===== src/logic/pcslm_pkg.sv =====
// Package with constants and types of the 100BASE-X coding and link monitor block.
package pcslm_pkg;
   // ****************************************
   // Register bus
   // ****************************************
   localparam int ADDR_W = 5;
   localparam int DATA_W = 16;
   localparam logic [4:0] REG_CTRL_ADDR = 5'h00;
   localparam logic [4:0] REG_CFG_ADDR = 5'h18;
   localparam logic [4:0] REG_STAT_ADDR = 5'h19;
   localparam int CTRL_LOCAL_LPBK_BIT = 14;
   localparam int CFG_SCRAMBLER_STRAP_INPUT_BIT = 2;
   localparam int CFG_REMOTE_LPBK_BIT = 3;
   localparam logic CFG_SCRAMBLER_STRAP_INPUT_RST = 1'b1;
   localparam int STAT_SD_BIT = 0;
   localparam int STAT_LINK_BIT = 1;
   localparam int STAT_STRAP_BIT = 2;
   localparam int STAT_SCRAM_BIT = 3;
   localparam int STAT_LOCK_BIT = 4;
   // ****************************************
   // Scrambler
   // ****************************************
   localparam int LFSR_W = 11;
   localparam int PHY_ADDR_W = 5;
   localparam logic [5:0] SEED_HIGH = 6'h2a;
   localparam logic [1:0] LOCK_GROUPS = 2'h3;
   // ****************************************
   // Code-groups
   // ****************************************
   localparam logic [4:0] CG_IDLE_CODE = 5'h1f;
   localparam logic [4:0] CG_J_CODE = 5'h18;
   localparam logic [4:0] CG_K_CODE = 5'h11;
   localparam logic [4:0] CG_T_CODE = 5'h0d;
   localparam logic [4:0] CG_R_CODE = 5'h07;
   localparam logic [4:0] CG_H_CODE = 5'h04;
   typedef enum logic [2:0] {
      CG_DATA = 3'b000, CG_IDLE = 3'b001, CG_J = 3'b010, CG_K = 3'b011,
      CG_T = 3'b100, CG_R = 3'b101, CG_H = 3'b110, CG_BAD = 3'b111
   } pcslm_cg_t;
   typedef enum logic [2:0] {
      TX_IDLE = 3'b000, TX_K = 3'b001, TX_DATA = 3'b010, TX_R = 3'b011
   } pcslm_tx_t;
   typedef enum logic [1:0] {
      RX_IDLE = 2'b00, RX_J = 2'b01, RX_DATA = 2'b10, RX_T = 2'b11
   } pcslm_rx_t;
   typedef enum logic {
      LINK_FAIL = 1'b0, LINK_PASS = 1'b1
   } pcslm_link_t;
   // ****************************************
   // Timing
   // ****************************************
   localparam int CLK_MHZ = 125;
   localparam int TICK_US = 1;
   localparam int TICK_CYCLES = CLK_MHZ * TICK_US;
   localparam int SD_ON_MS = 3;
   localparam int SD_OFF_MS = 1;
   localparam int LINK_QUAL_US = 500;
   localparam int US_PER_MS = 1000;
   localparam int US_CNT_W = 13;
endpackage


===== src/logic/pcslm_core.sv =====
// Per-port 100BASE-X coding, scrambling and link monitor logic.
//
// The implementer's own choices: the address map and the strobed register port.
`timescale 1ns/10ps
`default_nettype none
module pcslm_core
   import pcslm_pkg::*;
#(
   parameter int SD_ON_US = SD_ON_MS * US_PER_MS,
   parameter int SD_OFF_US = SD_OFF_MS * US_PER_MS,
   parameter int QUAL_US = LINK_QUAL_US
) (
   input wire logic clk,
   input wire logic rst_n,
   input wire logic [ADDR_W-1:0] reg_addr,
   input wire logic [DATA_W-1:0] reg_wdata,
   input wire logic reg_we,
   input wire logic reg_re,
   output logic [DATA_W-1:0] reg_rdata,
   input wire logic [PHY_ADDR_W-1:0] phy_addr,
   input wire logic scrambler_strap_input,
   input wire logic energy_above_high,
   input wire logic energy_below_low,
   input wire logic fiber_detect_p,
   input wire logic fiber_detect_n,
   input wire logic link_pulse_valid,
   input wire logic fiber_mode,
   input wire logic speed_10,
   input wire logic force_10,
   input wire logic tx_strobe,
   input wire logic tx_en,
   input wire logic tx_er,
   input wire logic [3:0] tx_nibble,
   output logic [4:0] tx_code,
   output logic tx_code_valid,
   output logic tx_link_pulse_only,
   input wire logic rx_strobe,
   input wire logic [4:0] rx_code,
   output logic [3:0] rx_nibble,
   output logic rx_nibble_valid,
   output logic rx_in_stream,
   output logic rx_error,
   output logic energy_detect_flag,
   output logic link_pass
);
   // ****************************************
   // Helper functions
   // ****************************************
   // Advances the generator by one code-group and returns {key, state}.
   function automatic logic [15:0] lfsr_step5(input logic [LFSR_W-1:0] s);
      logic [LFSR_W-1:0] t;
      logic [4:0] k;
      logic b;
      t = s;
      k = 5'h00;
      for (int i = 4; i >= 0; i--) begin
         b = t[10] ^ t[8];
         k[i] = b;
         t = {t[9:0], b};
      end
      return {k, t};
   endfunction

   // Loads the generator from cipher bits received during idle fill.
   function automatic logic [LFSR_W-1:0] lfsr_sync5(input logic [LFSR_W-1:0] s, input logic [4:0] c);
      logic [LFSR_W-1:0] t;
      t = s;
      for (int i = 4; i >= 0; i--) begin
         t = {t[9:0], ~c[i]};
      end
      return t;
   endfunction

   function automatic logic [4:0] encode4b5b(input logic [3:0] n);
      logic [4:0] c;
      case (n)
         4'h0: c = 5'h1e;
         4'h1: c = 5'h09;
         4'h2: c = 5'h14;
         4'h3: c = 5'h15;
         4'h4: c = 5'h0a;
         4'h5: c = 5'h0b;
         4'h6: c = 5'h0e;
         4'h7: c = 5'h0f;
         4'h8: c = 5'h12;
         4'h9: c = 5'h13;
         4'ha: c = 5'h16;
         4'hb: c = 5'h17;
         4'hc: c = 5'h1a;
         4'hd: c = 5'h1b;
         4'he: c = 5'h1c;
         default: c = 5'h1d;
      endcase
      return c;
   endfunction

   // Returns {kind, nibble}; unlisted codes come back as bad.
   function automatic logic [6:0] decode5b4b(input logic [4:0] c);
      logic [6:0] r;
      r = {CG_BAD, 4'h0};
      for (int n = 0; n < 16; n++) begin
         if (encode4b5b(4'(n)) == c) begin
            r = {CG_DATA, 4'(n)};
         end
      end
      if (c == CG_IDLE_CODE) begin
         r = {CG_IDLE, 4'h0};
      end else if (c == CG_J_CODE) begin
         r = {CG_J, 4'h0};
      end else if (c == CG_K_CODE) begin
         r = {CG_K, 4'h0};
      end else if (c == CG_T_CODE) begin
         r = {CG_T, 4'h0};
      end else if (c == CG_R_CODE) begin
         r = {CG_R, 4'h0};
      end else if (c == CG_H_CODE) begin
         r = {CG_H, 4'h0};
      end
      return r;
   endfunction

   // ****************************************
   // Input synchronisers and strap capture
   // ****************************************
   logic [9:0] sync1_q;
   logic [9:0] sync2_q;
   always_ff @(posedge clk) begin
      sync1_q <= {phy_addr, scrambler_strap_input, energy_above_high, energy_below_low,
                  fiber_detect_p, fiber_detect_n};
      sync2_q <= sync1_q;
   end
   logic [PHY_ADDR_W-1:0] addr_s;
   logic strap_s, hi_s, lo_s, fdp_s, fdn_s, pulse_s1_q, pulse_s2_q;
   assign {addr_s, strap_s, hi_s, lo_s, fdp_s, fdn_s} = sync2_q;
   always_ff @(posedge clk) begin
      pulse_s1_q <= link_pulse_valid;
      pulse_s2_q <= pulse_s1_q;
   end

   logic rst_seen_q, strap_q;
   always_ff @(posedge clk) begin
      if (!rst_n) begin
         rst_seen_q <= 1'b0;
         strap_q <= 1'b0;
      end else if (!rst_seen_q) begin
         rst_seen_q <= 1'b1;
         strap_q <= strap_s;
      end
   end

   // ****************************************
   // Registers
   // ****************************************
   logic local_lpbk_q, remote_lpbk_q, scrambler_strap_input_q;
   always_ff @(posedge clk) begin
      if (!rst_n) begin
         local_lpbk_q <= 1'b0;
         remote_lpbk_q <= 1'b0;
         scrambler_strap_input_q <= CFG_SCRAMBLER_STRAP_INPUT_RST;
      end else if (reg_we) begin
         if (reg_addr == REG_CTRL_ADDR) begin
            local_lpbk_q <= reg_wdata[CTRL_LOCAL_LPBK_BIT];
         end else if (reg_addr == REG_CFG_ADDR) begin
            scrambler_strap_input_q <= reg_wdata[CFG_SCRAMBLER_STRAP_INPUT_BIT];
            remote_lpbk_q <= reg_wdata[CFG_REMOTE_LPBK_BIT];
         end
      end
   end

   logic scram_active, rx_locked_q;
   logic [DATA_W-1:0] rdata_q;
   always_ff @(posedge clk) begin
      if (!rst_n) begin
         rdata_q <= '0;
      end else begin
         rdata_q <= '0;
         if (reg_re) begin
            if (reg_addr == REG_CTRL_ADDR) begin
               rdata_q[CTRL_LOCAL_LPBK_BIT] <= local_lpbk_q;
            end else if (reg_addr == REG_CFG_ADDR) begin
               rdata_q[CFG_SCRAMBLER_STRAP_INPUT_BIT] <= scrambler_strap_input_q;
               rdata_q[CFG_REMOTE_LPBK_BIT] <= remote_lpbk_q;
            end else if (reg_addr == REG_STAT_ADDR) begin
               rdata_q[STAT_SD_BIT] <= energy_detect_flag;
               rdata_q[STAT_LINK_BIT] <= link_pass;
               rdata_q[STAT_STRAP_BIT] <= strap_q;
               rdata_q[STAT_SCRAM_BIT] <= scram_active;
               rdata_q[STAT_LOCK_BIT] <= rx_locked_q;
            end
         end
      end
   end
   assign reg_rdata = rdata_q;

   assign scram_active = strap_q && scrambler_strap_input_q && !fiber_mode && !speed_10 && !force_10;

   // ****************************************
   // Signal detect
   // ****************************************
   logic [6:0] div_q;
   logic tick;
   assign tick = (div_q == 7'(TICK_CYCLES - 1));
   always_ff @(posedge clk) begin
      if (!rst_n || tick) begin
         div_q <= '0;
      end else begin
         div_q <= div_q + 7'h01;
      end
   end

   logic [US_CNT_W-1:0] on_cnt_q, off_cnt_q;
   logic sd_tp_q, sd_q;
   always_ff @(posedge clk) begin
      if (!rst_n) begin
         on_cnt_q <= '0;
         off_cnt_q <= '0;
         sd_tp_q <= 1'b0;
      end else begin
         on_cnt_q <= hi_s ? on_cnt_q : '0;
         off_cnt_q <= lo_s ? off_cnt_q : '0;
         if (hi_s && tick) begin
            if (on_cnt_q == US_CNT_W'(SD_ON_US - 1)) begin
               sd_tp_q <= 1'b1;
            end else begin
               on_cnt_q <= on_cnt_q + 1'b1;
            end
         end
         if (lo_s && tick) begin
            if (off_cnt_q == US_CNT_W'(SD_OFF_US - 1)) begin
               sd_tp_q <= 1'b0;
            end else begin
               off_cnt_q <= off_cnt_q + 1'b1;
            end
         end
      end
   end

   always_ff @(posedge clk) begin
      if (!rst_n) begin
         sd_q <= 1'b0;
      end else if (local_lpbk_q) begin
         sd_q <= 1'b0;
      end else if (remote_lpbk_q) begin
         sd_q <= 1'b1;
      end else if (fiber_mode) begin
         sd_q <= fdp_s && !fdn_s;
      end else begin
         sd_q <= sd_tp_q;
      end
   end
   assign energy_detect_flag = sd_q;

   // ****************************************
   // Link monitor
   // ****************************************
   pcslm_link_t link_q;
   logic [US_CNT_W-1:0] qual_q;
   logic mode_10;
   assign mode_10 = speed_10 || force_10;
   always_ff @(posedge clk) begin
      if (!rst_n) begin
         link_q <= LINK_FAIL;
         qual_q <= '0;
      end else if (mode_10) begin
         link_q <= pulse_s2_q ? LINK_PASS : LINK_FAIL;
         qual_q <= '0;
      end else begin
         case (link_q)
            LINK_FAIL: begin
               if (!sd_q) begin
                  qual_q <= '0;
               end else if (tick) begin
                  if (qual_q == US_CNT_W'(QUAL_US - 1)) begin
                     link_q <= LINK_PASS;
                  end else begin
                     qual_q <= qual_q + 1'b1;
                  end
               end
            end
            default: begin
               if (!sd_q) begin
                  link_q <= LINK_FAIL;
                  qual_q <= '0;
               end
            end
         endcase
      end
   end
   assign link_pass = (link_q == LINK_PASS);
   assign tx_link_pulse_only = !link_pass;

   // ****************************************
   // Transmit encoder and scrambler
   // ****************************************
   logic [LFSR_W-1:0] tx_lfsr_q;
   logic [15:0] tx_step;
   assign tx_step = lfsr_step5(tx_lfsr_q);
   always_ff @(posedge clk) begin
      if (!rst_n) begin
         tx_lfsr_q <= {SEED_HIGH, addr_s};
      end else if (!rst_seen_q) begin
         // seed after reset release
         // A short reset can end before the address synchroniser has settled, so the seed is loaded again here.
         tx_lfsr_q <= {SEED_HIGH, addr_s};
      end else if (tx_strobe) begin
         tx_lfsr_q <= tx_step[LFSR_W-1:0];
      end
   end

   pcslm_tx_t tx_st_q;
   logic [4:0] tx_plain;
   logic [4:0] tx_plain_q;
   always_comb begin
      tx_plain = CG_IDLE_CODE;
      if (link_pass) begin
         case (tx_st_q)
            TX_IDLE: tx_plain = tx_en ? CG_J_CODE : CG_IDLE_CODE;
            TX_K: tx_plain = CG_K_CODE;
            TX_DATA: tx_plain = !tx_en ? CG_T_CODE : (tx_er ? CG_H_CODE : encode4b5b(tx_nibble));
            default: tx_plain = CG_R_CODE;
         endcase
      end
   end

   always_ff @(posedge clk) begin
      if (!rst_n) begin
         tx_st_q <= TX_IDLE;
      end else if (!link_pass) begin
         tx_st_q <= TX_IDLE;
      end else if (tx_strobe) begin
         case (tx_st_q)
            TX_IDLE: tx_st_q <= tx_en ? TX_K : TX_IDLE;
            TX_K: tx_st_q <= TX_DATA;
            TX_DATA: tx_st_q <= tx_en ? TX_DATA : TX_R;
            default: tx_st_q <= TX_IDLE;
         endcase
      end
   end

   logic [4:0] tx_code_q;
   logic tx_valid_q;
   always_ff @(posedge clk) begin
      if (!rst_n) begin
         tx_code_q <= CG_IDLE_CODE;
         tx_plain_q <= CG_IDLE_CODE;
         tx_valid_q <= 1'b0;
      end else begin
         tx_valid_q <= tx_strobe;
         if (tx_strobe) begin
            tx_plain_q <= tx_plain;
            tx_code_q <= scram_active ? (tx_plain ^ tx_step[15:11]) : tx_plain;
         end
      end
   end
   assign tx_code = tx_code_q;
   assign tx_code_valid = tx_valid_q;

   // ****************************************
   // Receive descrambler and decoder
   // ****************************************
   logic [LFSR_W-1:0] rx_lfsr_q;
   logic [1:0] lock_cnt_q;
   logic [15:0] rx_step;
   logic [4:0] rx_plain;
   logic [6:0] rx_dec;
   pcslm_cg_t rx_kind;
   assign rx_step = lfsr_step5(rx_lfsr_q);
   assign rx_plain = scram_active ? (rx_code ^ rx_step[15:11]) : rx_code;
   assign rx_dec = decode5b4b(rx_plain);
   assign rx_kind = pcslm_cg_t'(rx_dec[6:4]);

   always_ff @(posedge clk) begin
      if (!rst_n) begin
         rx_lfsr_q <= {SEED_HIGH, addr_s};
         lock_cnt_q <= '0;
         rx_locked_q <= 1'b0;
      end else if (!rst_seen_q) begin
         rx_lfsr_q <= {SEED_HIGH, addr_s};
      end else if (!scram_active || !link_pass) begin
         lock_cnt_q <= '0;
         rx_locked_q <= 1'b0;
      end else if (rx_strobe) begin
         if (rx_locked_q) begin
            rx_lfsr_q <= rx_step[LFSR_W-1:0];
         end else begin
            // Idle fill reveals the key stream, which seeds the generator.
            rx_lfsr_q <= lfsr_sync5(rx_lfsr_q, rx_code);
            lock_cnt_q <= lock_cnt_q + 2'h1;
            rx_locked_q <= (lock_cnt_q == LOCK_GROUPS - 2'h1);
         end
      end
   end

   pcslm_rx_t rx_st_q;
   logic [3:0] rx_nib_q;
   logic rx_nv_q, rx_err_q;
   logic rx_go;
   assign rx_go = rx_strobe && link_pass && (rx_locked_q || !scram_active);
   always_ff @(posedge clk) begin
      if (!rst_n) begin
         rx_st_q <= RX_IDLE;
         rx_nib_q <= 4'h0;
         rx_nv_q <= 1'b0;
         rx_err_q <= 1'b0;
      end else begin
         rx_nv_q <= 1'b0;
         rx_err_q <= 1'b0;
         if (!link_pass) begin
            rx_st_q <= RX_IDLE;
         end else if (rx_go) begin
            case (rx_st_q)
               RX_IDLE: begin
                  if (rx_kind == CG_J) begin
                     rx_st_q <= RX_J;
                  end else if (rx_kind != CG_IDLE) begin
                     rx_err_q <= 1'b1;
                  end
               end
               RX_J: begin
                  rx_st_q <= (rx_kind == CG_K) ? RX_DATA : RX_IDLE;
                  rx_err_q <= (rx_kind != CG_K);
               end
               RX_DATA: begin
                  if (rx_kind == CG_DATA) begin
                     rx_nib_q <= rx_dec[3:0];
                     rx_nv_q <= 1'b1;
                  end else if (rx_kind == CG_T) begin
                     rx_st_q <= RX_T;
                  end else begin
                     rx_err_q <= 1'b1;
                     rx_st_q <= (rx_kind == CG_IDLE) ? RX_IDLE : RX_DATA;
                  end
               end
               default: begin
                  rx_st_q <= RX_IDLE;
                  rx_err_q <= (rx_kind != CG_R);
               end
            endcase
         end
      end
   end
   assign rx_nibble = rx_nib_q;
   assign rx_nibble_valid = rx_nv_q;
   assign rx_error = rx_err_q;
   assign rx_in_stream = (rx_st_q == RX_DATA) || (rx_st_q == RX_T);
endmodule
`default_nettype wire


===== config.mk =====
export PLATFORM = sky130hd
export DESIGN_NAME = pcslm_core
export DESIGN_NICKNAME = d
export VERILOG_FILES = /design/src/logic/pcslm_pkg.sv /design/src/logic/pcslm_core.sv
export SDC_FILE = /design/constraint.sdc
export NUM_CORES = 1
export LEC_CHECK = 0
export BUFFER_PORTS_ARGS = -buffer_cell sky130_fd_sc_hd__buf_2
export CAP_MARGIN = 40
export CORE_MARGIN = 2
export CORE_UTILIZATION = 40
export DETAILED_ROUTE_END_ITERATION = 8
export PLACE_DENSITY = 0.7
export SLEW_MARGIN = 15
export SYNTH_ARGS = -nofsm -noshare
export SYNTH_HDL_FRONTEND = slang
export SYNTH_SLANG_ARGS = --single-unit

===== constraint.sdc =====
create_clock -name clk -period 3.2 [get_ports clk]
set_clock_uncertainty 0.15 [all_clocks]
set_input_delay 0.32 -clock clk [delete_from_list [all_inputs] [get_ports clk]]
set_output_delay 0.32 -clock clk [all_outputs]
set_load 0.01 [all_outputs]

======== Word-level counts from Yosys, hierarchy flattened ========
Memories as Yosys holds them, arrays and structs flattened.
Cells that the tools add are included.
W data, S select, Z words.
operators by class
  muxes and demuxes ....................... 85
  add/sub/neg operators ................... 5
  reduce and logical (&&, ||, !) cells .... 44
  bitwise operators ....................... 22
  equal/unequal tests ..................... 50
operators with widths
  kind                     number
  $mux W7                  22
  $mux W13                 11
  $mux W5                  14
  $eq A5 B5 Y1 const A     11
  $add A13 B1 Y13 const B  3
  $eq A4 B5 Y1 const A     5
  $eq A5 B5 Y1 const B     5
  $mux W1                  24
  $mux W2                  9
  $reduce_and A3 Y1        6
  $pmux W5 S3              1
  $eq A13 B10 Y1 const B   1
  $eq A13 B12 Y1 const B   1
  $eq A13 B9 Y1 const B    1
  $ne A3 B3 Y1 const B     4
  $pmux W2 S3              2
  $reduce_and A2 Y1        6
  $eq A5 B3 Y1 const B     2
  $ne A2 B2 Y1 const B     5
  $not A1 Y1               10
  $xor A1 B1 Y1            10
  $xor A5 B5 Y5            2
  $eq A3 B2 Y1 const B     3
  $logic_and A1 B1 Y1      9
  23 further kinds         39
storage, ports and cells
  memories ................................ 1
  ROM bits ................................ 80
  register bits ........................... 134
  output and inout bits ................... 32
  word-level logic and storage cells ...... 240
memories
  name              depth  width  rd ports  clocked after Yosys merged registers in  write ports  line              source
  (name not given)  16     5      1         0                                        0            pcslm_core.sv:76  case (n)

======== Depth between registers and ports, before layout ========
  word-level depth ........................ 33
  depth in mapped cells ................... 10
  mapped depth without buffers ............ 8

======== Worst setup path after synthesis ========
OpenSTA, ideal clock, no wires.
  path kind ............................... input -> register
  start ................................... in fiber_mode
  end ..................................... reg rx_err_q (netlist: rx_error)
  setup time .............................. 0.117 ns
  data required time ...................... 2.933 ns
  stages on the path ...................... 8
  slack ................................... 0.608 ns
  arrival ................................. 2.326 ns
  cells stage by stage .................... or4b_1 -> buf_2 -> nor4_4 -> a32o_2 -> nor3_1 -> or3b_1 -> a2111oi_2 -> and4b_1
on the way
  cells in the longest elaborated chain, start to end .. 32
  elaborated cells on any way between the ends .. 64
  classes of those cells .................. eq/ne: 27; mux: 28; reduce/logical: 9
RTL lines
  element                                       line                                  source
  start: declaration                            pcslm_core.sv:27                      input wire logic fiber_mode,
  $logic_not A1 Y1 (*)                          pcslm_core.sv:195                     assign scram_active = strap_q && scrambler_strap_input_q && !fiber_mode && !speed_10 && !force_10;
  $logic_and A1 B1 Y1 (*) (3 in series)         pcslm_core.sv:195
  $mux W5                                       pcslm_core.sv:368                     assign rx_plain = scram_active ? (rx_code ^ rx_step[15:11]) : rx_code;
  $eq A5 B5 Y1                                  pcslm_core.sv:102                     if (encode4b5b(4'(n)) == c) begin
  $mux W7 (16 in series)                        pcslm_core.sv:102
  $mux W7                                       pcslm_core.sv:116                     end else if (c == CG_H_CODE) begin
  $mux W7                                       pcslm_core.sv:114                     end else if (c == CG_R_CODE) begin
  $mux W7                                       pcslm_core.sv:112                     end else if (c == CG_T_CODE) begin
  $mux W7                                       pcslm_core.sv:110                     end else if (c == CG_K_CODE) begin
  $mux W7                                       pcslm_core.sv:108                     end else if (c == CG_J_CODE) begin
  $mux W7                                       pcslm_core.sv:106                     if (c == CG_IDLE_CODE) begin
  $eq A3 B3 Y1 or $ne A3 B1 Y1 (tied branches)  pcslm_core.sv:427, pcslm_core.sv:415
  $mux W1 (on tied branches)                    pcslm_core.sv:427, pcslm_core.sv:415
  $mux W1 (on tied branches)                    pcslm_core.sv:424, pcslm_core.sv:413
  $pmux W1 S3                                   pcslm_core.sv:411                     case (rx_st_q)
  end signal: assignment                        pcslm_core.sv:421                     rx_err_q <= (rx_kind != CG_K);
  end signal: assignment                        pcslm_core.sv:436                     rx_err_q <= (rx_kind != CG_R);
  end: declaration                              pcslm_core.sv:396                     logic rx_nv_q, rx_err_q;
Mark *: on every way between the ends. The rest lies on a longest branch, timed or not.
A chain may end at the register's enable or synchronous reset.

======== Worst setup path in the final report ========
  start ................................... reg rx_lfsr_q[8]
  end ..................................... reg rx_err_q (netlist: rx_error)
on the way
  cells in the longest elaborated chain, start to end .. 30
  elaborated cells on any way between the ends .. 59
  classes of those cells .................. eq/ne: 27; mux: 28; bitwise: 3; reduce/logical: 1
RTL lines
  element                                       line                                  source
  start: declaration                            pcslm_core.sv:361                     logic [LFSR_W-1:0] rx_lfsr_q;
  start signal: assignment                      pcslm_core.sv:374                     rx_lfsr_q <= {SEED_HIGH, addr_s};
  start signal: assignment                      pcslm_core.sv:378                     rx_lfsr_q <= {SEED_HIGH, addr_s};
  start signal: assignment                      pcslm_core.sv:384                     rx_lfsr_q <= rx_step[LFSR_W-1:0];
  $xor A1 B1 Y1                                 pcslm_core.sv:57                      b = t[10] ^ t[8];
  $xor A5 B5 Y5 (*)                             pcslm_core.sv:368
  $mux W5 (*)                                   pcslm_core.sv:368
  $eq A5 B5 Y1                                  pcslm_core.sv:102
  $mux W7 (16 in series)                        pcslm_core.sv:102
  $mux W7                                       pcslm_core.sv:116
  $mux W7                                       pcslm_core.sv:114
  $mux W7                                       pcslm_core.sv:112
  $mux W7                                       pcslm_core.sv:110
  $mux W7                                       pcslm_core.sv:108
  $mux W7 (*)                                   pcslm_core.sv:106
  $eq A3 B3 Y1 or $ne A3 B1 Y1 (tied branches)  pcslm_core.sv:427, pcslm_core.sv:415
  $mux W1 (on tied branches)                    pcslm_core.sv:427, pcslm_core.sv:415
  $mux W1 (on tied branches)                    pcslm_core.sv:424, pcslm_core.sv:413
  $pmux W1 S3 (*)                               pcslm_core.sv:411
Marks and branches as above.

==> metrics <==
number of I/O pins 84; fin nets 810; fin area 7020 um^2; startpoint types flop; final wirelength 13100 um; CP Capture Type flop; Clock Tree Root clkbuf_16; number of synthesized register bits approximately 120; DP Area between 6000 and 7000 um^2; Worst slew margin about three fifths; status completed; Final Core Density about half; grt total ovfl 0; initial core utilization between 40% and 50%; fin crit share between 80% and 90%; peak supply drop 0.370 mV; largest family of logic cells by synthesized area simple AND/OR/NAND/NOR gates; MaxCap Viol Count 0; Via density 5.25; switching power around 0.00085 W; Max Slew Vio Count 0; Max Clk Rate ~0.35 GHz; final hold violations 0; post-synthesis xor/xnor area fraction a little under a tenth; post-synthesis compound-gate area fraction roughly 13%; Clock Tree Buf Depth 2; top cell type's share of synthesized area between 30% and 40%; adder-cell share of the synthesized area ~2.1%; combinational fraction of design power 6.2%; Leak 2.69 nW; PwrDens approximately 530 nW/um^2; crit-path max FO 12; DRC 0; fin crit period 2880 ps; Int Power 0.00285 W; Die Span Y about 130 um; critical path arrival just over 3000 ps; Simple-Gate Fraction of Synth Area about a quarter; Ys Warns 0; Port Buffer Count 60; final antenna diode count 0; TritonCTS Buffers 17; vias in the first global route between 4k and 5k; Die ar. 15700 um^2; Layout fillers ~1.4k; synth-to-layout area growth 19.3%; Routed met3 length between 600 and 700 um; Core ar. 14500 um^2; Post-synth EDFFs 10; CTS Sinks between 100 and 150; Worst-Margin Slew approximately 600 ps; gr usage total ~17%; First-pass DRT Iterations 5; Top Metal Used met4; via count between 4k and 5k; Clk network pwr share about half; initial antenna violation count 0; HP Class in2reg; final setup TNS 0 ps; sequential power share a little over two fifths; leading area contributor after synthesis dfxtp_1; ranking of synthesized cells by area dfxtp_1 38%, nor2_1 6.1%, edfxtp_1 5.1%; Setup Viol. Count Final 0; Clock Latency Late Sink ~430 ps; post-route ant nets 0; sequential fraction of the synthesis area ~44%; metal2 WL between 5000 and 6000 um; Clock transition at path regs roughly 60 ps; drt wl/cell between 10 and 15 um; layout cell share with drive strength beyond 1 around 15%; largest net degree at the start of global routing 22; mapped cell area 5880 um^2; Syn Area/Cell roughly 8.7 um^2; Main synth FF type dfxtp_1; Crit Path Category reg2reg; synth unique cells 70; unrepaired setup endpoints after global routing false; Worst EP required ~3400 ps; sw frac approximately 23%; die width between 100 and 150 um; mux cell area share after synthesis 2.72%; Cells after Synth ~680; asr flop ratio synth 0%; dpl hpwl about 9300 um; met1 wire length between 6000 and 7000 um; H-tree depth 4; cts hold-fix bufs 12; postcts setup bufs 0; first-pass GRT wire length 22100 um; gp weighted congestion between 0.8 and 0.9; CTS tree built; # rows 44; number of gates resized after CTS 0; starting DRC count in detailed routing approximately 340
==> critical path, stage by stage (launching register included) <==
cell	delay (ps)
dfxtp_1	580
xor2_1	340
nand3_1	180
xor2_1	380
nand2_1	140
or3b_1	400
a2111oi_2	350
and4b_1	230
==> logic make-up after synthesis <==
group	count (synthesis)
fa+ha+maj	10
buf+inv	54
mux	16
xor+xnor	57
flops	123
simple gates	295
compound gates	122
other cells	1
==> area by class of cell <==
| cell class | instances | area (um^2) | share of cell area [%] |
|---|---|---|---|
| Multi-Input combinational cell | 510 | 3110 | 44.3 |
| Sequential cell | 123 | 2560 | 36.5 |
| Clock buffer | 21 | 492 | 7.00 |
| Timing Repair Buffer | 79 | 473 | 6.74 |
| Tap cell | 184 | 230 | 3.28 |
| Clock inverter | 10 | 87.6 | 1.25 |
| Inverter | 17 | 63.8 | 0.909 |
==> per-stage QoR <==
stage	power (W)	hold WS, ps	setup slack, ps	std cells
finish	0.00370	3.20	324	944
floorplan	0.00180	160	608	687
detailed placement	0.00187	162	221	901
CTS	0.00373	1.81	334	944
global placement	0.00186	163	262	901
global route	0.00384	0.759	58.4	944
==> synthesized netlist by cell type, types with 2 or more instances <==
cell type	count
o221ai_1	2
buf_1	2
a21oi_1	38
or2_2	2
buf_2	3
mux2i_1	16
nand2b_1	2
ha_1	10
nor4_2	2
nand2_1	66
a221oi_1	2
xnor2_1	23
and3_1	14
a211oi_1	5
and4_1	4
and2_1	3
or3_1	5
nor2_1	96
or4_1	2
a21o_1	2
o31a_1	2
nand3b_1	4
o211ai_1	6
dfxtp_1	113
clkbuf_1	22
edfxtp_1	10
o21a_1	4
inv_1	15
a22oi_1	2
o21ai_0	32
o311a_1	2
nand4_1	16
nor2b_1	5
nand3_1	33
nor3b_1	3
buf_4	10
xor2_1	30
nor3_1	21
and4b_1	2
a31oi_1	5
o21ai_1	7
nor4b_1	7
==> sequential cells by signal, summed over array words and instances (netlist names), 2 cells and up <==
name / cells
rx_nibble: 4
on_cnt_q: 13
div_q: 7
tx_lfsr_q: 11
lock_cnt_q: 2
off_cnt_q: 13
tx_code: 5
sync1_q: 10
tx_st_q: 2
rx_st_q: 2
reg_rdata: 6
rx_lfsr_q: 11
sync2_q: 10
qual_q: 13
==> placed cells by master (no fill, tap or decap), types with 10 or more instances in the layout <==
master	Yosys	layout
edfxtp_1	10	10
conb_1	1	10
clkbuf_16	0	18
xor2_1	30	30
nand2_1	66	66
nand4_1	16	16
nand3_1	33	33
mux2i_1	16	16
dfxtp_1	113	113
inv_1	15	15
a21oi_1	38	38
dlygate4sd3_1	0	12
and3_1	14	14
ha_1	10	10
xnor2_1	23	23
o21ai_0	32	32
nor3_1	21	21
nor2_1	96	96
buf_2	3	60
==> final timing paths <==
| path | cells after the start | to | from | slack [ps] |
|---|---|---|---|---|
| setup / recovery | 7 | rx_error | rx_lfsr_q[8] | 320 |
| hold reg to reg | 0 | sync2_q[5] | sync1_q[5] | 170 |
| setup reg to reg | 7 | rx_error | rx_lfsr_q[8] | 320 |
| hold / removal | 3 | remote_lpbk_q | reg_wdata[3] | 3 |
==> layer usage <==
metal,vias to the layer above,GRT usage [%]
met5,-,0
met3,22,5.48
met1,2277,23.8
met4,0,6.67
met2,138,25.7
li1,2516,-
==> power by group through the flow <==
stage / registers [W] / logic, W / clock network [W]
final: 0.00162 / 0.000229 / 0.00185
after global routing: 0.00162 / 0.000254 / 0.00197
after detailed placement: 0.00165 / 0.000216 / 0
after global placement: 0.00165 / 0.000214 / 0
after CTS: 0.00162 / 0.000229 / 0.00188
after floorplan: 0.00164 / 0.000152 / 0
Note: power is estimated with default switching activity, not from simulation.
